==> src/ppc_pkg.sv <==
// package: register map, widths and pin carriers for the port pin control block
package ppc_pkg;
  localparam int PPC_AW = 4;
  localparam int PPC_DW = 8;
  // register offsets, chosen locally; one byte register per address
  localparam logic [3:0] PPC_OFS_PWM_PULL_EN = 4'h0;
  localparam logic [3:0] PPC_OFS_PWM_PULL_POL = 4'h1;
  localparam logic [3:0] PPC_OFS_FLT_DATA = 4'h2;
  localparam logic [3:0] PPC_OFS_FLT_LEVEL = 4'h3;
  localparam logic [3:0] PPC_OFS_FLT_DIR = 4'h4;
  localparam logic [3:0] PPC_OFS_FLT_RDRV = 4'h5;
  localparam logic [3:0] PPC_OFS_FLT_PULL_EN = 4'h6;
  localparam logic [3:0] PPC_OFS_FLT_PULL_POL = 4'h7;
  localparam logic [3:0] PPC_OFS_SER_DATA = 4'h8;
  localparam logic [3:0] PPC_OFS_SER_LEVEL = 4'h9;
  localparam logic [3:0] PPC_OFS_SER_DIR = 4'ha;
  // implemented bit masks
  localparam logic [7:0] PPC_PWM_MASK = 8'h3f;
  localparam logic [7:0] PPC_FLT_MASK = 8'h7f;
  localparam logic [7:0] PPC_SER_MASK = 8'hff;
  // reset values
  localparam logic [7:0] PPC_RST_ZERO = 8'h00;
  localparam logic [7:0] PPC_RST_PULL_EN = 8'h00;
  // serial port pin positions, then fault and sense input counts of the fault port
  localparam int PPC_SPI_LO = 4;
  localparam int PPC_S1_TX = 3;
  localparam int PPC_S1_RX = 2;
  localparam int PPC_S0_TX = 1;
  localparam int PPC_S0_RX = 0;
  localparam int PPC_FAULT_N = 4;
  localparam int PPC_SENSE_N = 3;

  // pad controls for one 8-bit port
  typedef struct packed {
    logic [7:0] out;
    logic [7:0] oe;
    logic [7:0] reduced;
    logic [7:0] pull_up;
    logic [7:0] pull_down;
  } ppc_pad_s;

  // serial peripheral enables and drives
  typedef struct packed {
    logic spi_en;
    logic [3:0] spi_oe;
    logic [3:0] spi_out;
    logic s1_tx_en;
    logic s1_rx_en;
    logic s1_tx;
    logic s0_tx_en;
    logic s0_rx_en;
    logic s0_tx;
  } ppc_ser_s;
endpackage : ppc_pkg

==> src/ppc_port_pin_control.sv <==
// port pin control: pwm-port pulls, fault port, serial port data and direction
//
// Behaviour
// - pull enable 0 turns pull device off, 1 turns a pull device on.
// - fault and pwm port pull enable ignored while pin is output.
// - polarity acts only with direction input and pull enable set.
// - polarity 0 pulls up, 1 pulls down; pwm bits 5:0, fault 6:0.
// - motor pwm takes fault-port pins over, making them inputs.
// - fault pins 3:0 feed fault inputs, pins 6:4 feed sense inputs.
// - all fault-port pins are high-impedance inputs during reset.
// - data read gives stored bit for outputs, pin level for inputs.
// - pin level registers read live pins and ignore writes.
// - enabled pwm input forces pin input; direction regains control when off.
// - direction 0 input, 1 output; fault bits 6:0, serial 7:0.
// - reduced drive 0 full strength, 1 asserts reduced pad control.
// - reduced drive has no effect on input pins.
// - spi and both serial channels take priority on serial port pins.
// - spi enabled puts its four signals on pins 7:4, ignoring direction.
// - second serial transmit on pin 3, receive on pin 2, ignoring direction.
// - first serial transmit on pin 1, receive on pin 0, ignoring direction.
// - with peripherals off the direction bit again controls the pin.
// - serial-port pins are high-impedance inputs during reset unless spi or a serial transmit enable drives them.
// - fault data register resets to zero; bit 7 reserved, reads zero.
`timescale 1ns/10ps

module ppc_port_pin_control
  import ppc_pkg::*;
(
  input wire logic clk,
  input wire logic nrst,
  input wire logic [PPC_AW-1:0] addr,
  input wire logic [PPC_DW-1:0] wdata,
  input wire logic wr_en,
  input wire logic rd_en,
  output logic [PPC_DW-1:0] rdata,
  input wire logic [7:0] pwm_pin_dir,
  output logic [7:0] pwm_pull_up,
  output logic [7:0] pwm_pull_down,
  input wire logic [7:0] flt_pin_in,
  output ppc_pad_s flt_pad,
  input wire logic [PPC_FAULT_N+PPC_SENSE_N-1:0] pwm_func_en,
  output logic [PPC_FAULT_N-1:0] pwm_fault_in,
  output logic [PPC_SENSE_N-1:0] pwm_sense_in_n,
  input wire logic [7:0] ser_pin_in,
  output ppc_pad_s ser_pad,
  input ppc_ser_s ser_periph,
  output logic [3:0] spi_in,
  output logic s1_rx,
  output logic s0_rx
);

  // pull device decode shared by both pulled ports
  function automatic logic [15:0] ppc_pull(input logic [7:0] dir, input logic [7:0] en,
                                           input logic [7:0] pol, input logic [7:0] mask);
    logic [7:0] act;
    act = ~dir & en & mask;
    return {act & ~pol, act & pol};
  endfunction : ppc_pull

  // data read: stored bit where output, live pin where input
  function automatic logic [7:0] ppc_rd(input logic [7:0] dir, input logic [7:0] dat,
                                        input logic [7:0] pin, input logic [7:0] mask);
    return ((dir & dat) | (~dir & pin)) & mask;
  endfunction : ppc_rd

  logic [7:0] pwm_pull_en_reg;
  logic [7:0] pwm_pull_pol_reg;
  logic [7:0] flt_data_reg;
  logic [7:0] flt_dir_reg;
  logic [7:0] flt_rdrv_reg;
  logic [7:0] flt_pull_en_reg;
  logic [7:0] flt_pull_pol_reg;
  logic [7:0] ser_data_reg;
  logic [7:0] ser_dir_reg;
  logic [7:0] flt_dir_eff;
  logic [7:0] ser_dir_eff;
  logic [7:0] ser_out_eff;
  logic [7:0] ser_own;
  logic [7:0] rdata_next;
  logic [15:0] pwm_pull;
  logic [15:0] flt_pull;

  // configuration registers; a write lands on the next edge
  always_ff @(posedge clk or negedge nrst)
  begin
    if (!nrst)
    begin
      pwm_pull_en_reg <= PPC_RST_PULL_EN;
      pwm_pull_pol_reg <= PPC_RST_ZERO;
      flt_rdrv_reg <= PPC_RST_ZERO;
      flt_pull_en_reg <= PPC_RST_PULL_EN;
      flt_pull_pol_reg <= PPC_RST_ZERO;
    end
    else if (wr_en)
    begin
      case (addr)
        PPC_OFS_PWM_PULL_EN: pwm_pull_en_reg <= wdata & PPC_PWM_MASK;
        PPC_OFS_PWM_PULL_POL: pwm_pull_pol_reg <= wdata & PPC_PWM_MASK;
        PPC_OFS_FLT_RDRV: flt_rdrv_reg <= wdata & PPC_FLT_MASK;
        PPC_OFS_FLT_PULL_EN: flt_pull_en_reg <= wdata & PPC_FLT_MASK;
        PPC_OFS_FLT_PULL_POL: flt_pull_pol_reg <= wdata & PPC_FLT_MASK;
        default: ;
      endcase
    end
  end

  // fault port data and direction; zero direction keeps pins input in reset
  always_ff @(posedge clk or negedge nrst)
  begin
    if (!nrst)
    begin
      flt_data_reg <= PPC_RST_ZERO;
      flt_dir_reg <= PPC_RST_ZERO;
    end
    else if (wr_en)
    begin
      if (addr == PPC_OFS_FLT_DATA)
        flt_data_reg <= wdata & PPC_FLT_MASK;
      if (addr == PPC_OFS_FLT_DIR)
        flt_dir_reg <= wdata & PPC_FLT_MASK;
    end
  end

  // serial port data and direction
  always_ff @(posedge clk or negedge nrst)
  begin
    if (!nrst)
    begin
      ser_data_reg <= PPC_RST_ZERO;
      ser_dir_reg <= PPC_RST_ZERO;
    end
    else if (wr_en)
    begin
      if (addr == PPC_OFS_SER_DATA)
        ser_data_reg <= wdata & PPC_SER_MASK;
      if (addr == PPC_OFS_SER_DIR)
        ser_dir_reg <= wdata & PPC_SER_MASK;
    end
  end

  // pwm port pulls; direction comes from the pwm port outside this block
  assign pwm_pull = ppc_pull(pwm_pin_dir, pwm_pull_en_reg, pwm_pull_pol_reg, PPC_PWM_MASK);
  assign pwm_pull_up = pwm_pull[15:8];
  assign pwm_pull_down = pwm_pull[7:0];

  // fault port: motor pwm function forces input, direction ignored meanwhile
  assign flt_dir_eff = flt_dir_reg & ~{1'b0, pwm_func_en} & PPC_FLT_MASK;
  assign flt_pull = ppc_pull(flt_dir_eff, flt_pull_en_reg, flt_pull_pol_reg, PPC_FLT_MASK);
  assign flt_pad.out = flt_data_reg & flt_dir_eff;
  assign flt_pad.oe = flt_dir_eff;
  assign flt_pad.reduced = flt_rdrv_reg & flt_dir_eff;
  assign flt_pad.pull_up = flt_pull[15:8];
  assign flt_pad.pull_down = flt_pull[7:0];

  // pins always feed the pwm inputs; the module ignores them unless enabled
  assign pwm_fault_in = flt_pin_in[PPC_FAULT_N-1:0];
  assign pwm_sense_in_n = flt_pin_in[PPC_FAULT_N+PPC_SENSE_N-1:PPC_FAULT_N];

  // serial port ownership: each function claims only its own pins; spi claims all four of 7:4
  assign ser_own = {{4{ser_periph.spi_en}}, ser_periph.s1_tx_en, ser_periph.s1_rx_en,
                    ser_periph.s0_tx_en, ser_periph.s0_rx_en};

  // effective direction and output mux; peripherals override direction bits
  always_comb
  begin
    ser_dir_eff = ser_dir_reg & ~ser_own;
    ser_out_eff = ser_data_reg;
    if (ser_periph.spi_en)
    begin
      ser_dir_eff[7:PPC_SPI_LO] = ser_periph.spi_oe;
      ser_out_eff[7:PPC_SPI_LO] = ser_periph.spi_out;
    end
    if (ser_periph.s1_tx_en)
    begin
      ser_dir_eff[PPC_S1_TX] = 1'b1;
      ser_out_eff[PPC_S1_TX] = ser_periph.s1_tx;
    end
    if (ser_periph.s0_tx_en)
    begin
      ser_dir_eff[PPC_S0_TX] = 1'b1;
      ser_out_eff[PPC_S0_TX] = ser_periph.s0_tx;
    end
  end

  // serial pads; this port has no reduced drive or pulls in this block
  assign ser_pad.out = ser_out_eff & ser_dir_eff;
  assign ser_pad.oe = ser_dir_eff;
  assign ser_pad.reduced = PPC_RST_ZERO;
  assign ser_pad.pull_up = PPC_RST_ZERO;
  assign ser_pad.pull_down = PPC_RST_ZERO;

  // peripheral inputs taken straight from the pins
  assign spi_in = ser_pin_in[7:PPC_SPI_LO];
  assign s1_rx = ser_pin_in[PPC_S1_RX];
  assign s0_rx = ser_pin_in[PPC_S0_RX];

  // read decode; unmapped offsets read zero
  always_comb
  begin
    rdata_next = PPC_RST_ZERO;
    case (addr)
      PPC_OFS_PWM_PULL_EN: rdata_next = pwm_pull_en_reg;
      PPC_OFS_PWM_PULL_POL: rdata_next = pwm_pull_pol_reg;
      PPC_OFS_FLT_DATA: rdata_next = ppc_rd(flt_dir_eff, flt_data_reg, flt_pin_in,
                                            PPC_FLT_MASK);
      PPC_OFS_FLT_LEVEL: rdata_next = flt_pin_in & PPC_FLT_MASK;
      PPC_OFS_FLT_DIR: rdata_next = flt_dir_reg;
      PPC_OFS_FLT_RDRV: rdata_next = flt_rdrv_reg;
      PPC_OFS_FLT_PULL_EN: rdata_next = flt_pull_en_reg;
      PPC_OFS_FLT_PULL_POL: rdata_next = flt_pull_pol_reg;
      PPC_OFS_SER_DATA: rdata_next = ppc_rd(ser_dir_eff, ser_data_reg, ser_pin_in,
                                            PPC_SER_MASK);
      PPC_OFS_SER_LEVEL: rdata_next = ser_pin_in;
      PPC_OFS_SER_DIR: rdata_next = ser_dir_reg;
      default: rdata_next = PPC_RST_ZERO;
    endcase
  end

  // read data stands only in the cycle after the strobe
  always_ff @(posedge clk or negedge nrst)
  begin
    if (!nrst)
      rdata <= PPC_RST_ZERO;
    else if (rd_en)
      rdata <= rdata_next;
    else
      rdata <= PPC_RST_ZERO;
  end

endmodule : ppc_port_pin_control

==> config.mk <==
export PLATFORM = sky130hd
export DESIGN_NAME = ppc_port_pin_control
export DESIGN_NICKNAME = d
export VERILOG_FILES = /design/src/ppc_pkg.sv /design/src/ppc_port_pin_control.sv
export SDC_FILE = /design/constraint.sdc
export NUM_CORES = 1
export LEC_CHECK = 0
export ABC_AREA = 1
export BUFFER_PORTS_ARGS = -buffer_cell sky130_fd_sc_hd__buf_2
export CAP_MARGIN = 10
export CORE_UTILIZATION = 50
export CTS_BUF_LIST = sky130_fd_sc_hd__clkbuf_8
export CTS_CLUSTER_DIAMETER = 150
export DETAILED_ROUTE_END_ITERATION = 6
export PLACE_DENSITY = 0.82
export SKIP_LAST_GASP = 1
export SYNTH_ARGS = -nofsm -noshare
export SYNTH_HDL_FRONTEND = slang
export SYNTH_SLANG_ARGS = --single-unit
==> constraint.sdc <==
create_clock -name clk -period 1 [get_ports clk]
set_input_delay 0.1 -clock clk [delete_from_list [all_inputs] [get_ports clk]]
set_output_delay 0.1 -clock clk [all_outputs]
set_load 0.02 [all_outputs]
==> flow_summary.toml <==
[run_status]
status = "complete, but fails checks"
violations = "negative setup slack"

[sta]
hold_violations = 0
min_period_ps = 1360
slew_violations = 0
finalCritPeriodShare_pct = 136
fmax_mhz = 736
layout_setup_ws_ps = -358
fin_skew_ps = 11.7
setup_violations = 71
timing.slew.headroom_pct = 52.7
worst_slew_pin_slew_ps = 707
rsz0062_at_grt = "true"

[synth]
synth.mux.area_fraction_pct = 0
synth_compound_area_share_pct = 9.04
synthArstFlopShare_pct = 100
synth_cells = 639
synth_top_family_by_area = "simple AND/OR/NAND/NOR gates"
synth_edf_count = 0
synth-xor-area-share_pct = 0
synth_area_leaders = "dfrtp_1, nand2_1, buf_4, o21ai_0, nand3_1"
yosysTopAreaCell = "dfrtp_1"
ys_seq_area_share_pct = 40.4
ys_types = 23
synth_top_area_share_pct = 40.4
yosys.area_share.simple_pct = 33.2
synthAdderAreaFrac_pct = 0
ys_seq_elements = 71
syn-cell-area_sq_um = 4400
synth_warnings = 0
synthFlopType = "dfrtp_1"
syn_area_per_cell_sq_um = 6.88

[critical_path]
reg2reg_from = "flt_dir_reg[1]"
critPathMaxFanout = 5
cp.arrival_ps = 1260
r2r_end = "rdata[1]"
crit_path_end_kind = "primary output"
r2r_cells = 9
cp.required_ps = 900
regToRegSetupSlack_ps = -250
criticalPathCategory = "flip-flop to primary output"
start_kind = "flip-flop"

[layout]
fin_nets = 944
n_fill_cell = 494
final_area_sq_um = 7080
syn2layout_area_growth_pct = 60.9
final_cell_mix = "nand2_1, buf_4, buf_6"
antenna_cells = 0
layout_commonest_cell = "nand2_1"
drive_gt1_share_pct = 47.2
layout.cells.non_filler = 992
final_util_pct = 84.4

[global_route]
antenna_found_initial = 0
gr-total-overflow = 0
grt_pass1_wl_um = 22700
grt_pass1_vias = 4711
grt.total_usage_pct = 33.2
grt_start_max_net_pins = 72

[floorplanning]
coreArea_sq_um = 8380
io_pins = 179
die_y_um = 95.8
row_count = 33
dieArea_sq_um = 9180
initial_core_util_pct = 52.5
die_w_um = 95.8

[drt]
routed_wl_um = 15800
wl_per_cell_um = 16.0
wl_met2_um = 8140
wl_met1_um = 6190
via_per_inst = 5.20
drtIter0Drc = 286
postRouteAntennaNets = 0
drc = 0
highest_layer = "met4"
via_count = 5163
dr_wl_met3_um = 1100
firstDrtPassIters = 5

[placed_design]
dp.final_hpwl_um = 9980
gp_congestion = 0.859
place_area_sq_um = 5500
placedCellCount = 922
portBuffers = 142
place_ws_ps = -351

[hold_path]
whs_path_depth = 3
hp-class = "primary input to flip-flop"
min_to = "ser_dir_reg[7]"
worstHoldStart = "wdata[7]"

[cts]
path_clk_slew_ps = 80
cts_sinks = 71
cts_made_buffers = 9
cts-htree-levels = 3
clk-insertion-delay-late_ps = 350
ctsLongestPathBuffers = 2
cts_tree = "yes"
cts-root-buf = "clkbuf_8"

[job]
maxCapViolCount = 0

[power]
p_per_area_nw_per_um2 = 1600
finalPower_mw = 11.3
peakVddDrop_mv = 1.09
p_leak_nw = 3.83
[power breakdown]
group / total [mW] / switching, mW / internal (mW)
Combinational: 4.61 / 2.50 / 2.11
Sequential: 3.85 / 0.439 / 3.41
Clock: 2.88 / 1.16 / 1.72
[cells in the mapped netlist, types with 3 or more instances]
| master | count |
|---|---|
| dfrtp_1 | 71 |
| nand2_1 | 185 |
| buf_4 | 47 |
| nor2_1 | 68 |
| nor3b_1 | 6 |
| o21ai_0 | 67 |
| nand2_2 | 3 |
| buf_6 | 3 |
| clkbuf_1 | 5 |
| buf_2 | 9 |
| o21ai_1 | 8 |
| nand3_1 | 64 |
| nor2_4 | 5 |
| nor3_1 | 6 |
| inv_2 | 3 |
| inv_1 | 78 |
| a21oi_1 | 3 |
[per-layer routing]
layer	GRT usage [%]	vias up
met5	0	-
met3	5.61	33
met1	40.7	2453
met4	14.6	0
met2	57.3	273
li1	-	2404
[timing repair]
item,4_1_cts,5_1_grt
hold buffers,1,0
cloned,0,0
pin swaps,50,55
hold endpoints to repair,71,0
endpoints found under the setup margin,70,75
gates resized for setup,191,111
buffers inserted,45,17
[area by class of cell]
class | count | area (sq um) | area share (%)
multi-input cells | 454 | 2480 | 35.1
repair buffers | 264 | 2110 | 29.8
flip-flops and latches | 71 | 1780 | 25.1
inverters | 82 | 327 | 4.61
clock buffers | 10 | 138 | 1.94
well taps | 105 | 131 | 1.86
clock inverters | 6 | 108 | 1.52
[worst max path at each step]
stage / start / slack, ps / cells after the start / endpoint
6_report: flt_dir_reg[3] / -360 / 4 / flt_pad[11]
5_1_grt: flt_dir_reg[1] / -400 / 4 / flt_pad[17]
4_1_cts: flt_dir_reg[1] / -320 / 5 / flt_pad[9]
3_5_place_dp: addr[3] / -350 / 9 / rdata[6]
3_3_place_gp: addr[3] / -300 / 9 / rdata[6]
2_1_floorplan: ser_dir_reg[0] / -10 / 8 / rdata[0]
[critical path, stage by stage, from the launching register on]
cell and delay, ps:
dfrtp_1 430, nand2_4 170, nand2_4 80, nor2_2 110
buf_6 130
[through the flow]
stage	setup TNS [ps]	hold slack (ps)
finish	-17570	55.0
global route	-20580	84.2
CTS	-15920	33.7
detailed placement	-11500	157
global placement	-10320	153
floorplan	-9.60	-196
[cell families after synthesis]
logic type | count (synthesis)
flops | 71
buf+inv | 146
other cells | 1
simple gates | 342
compound gates | 79
No activity file was read; power rests on OpenSTA's default activity.
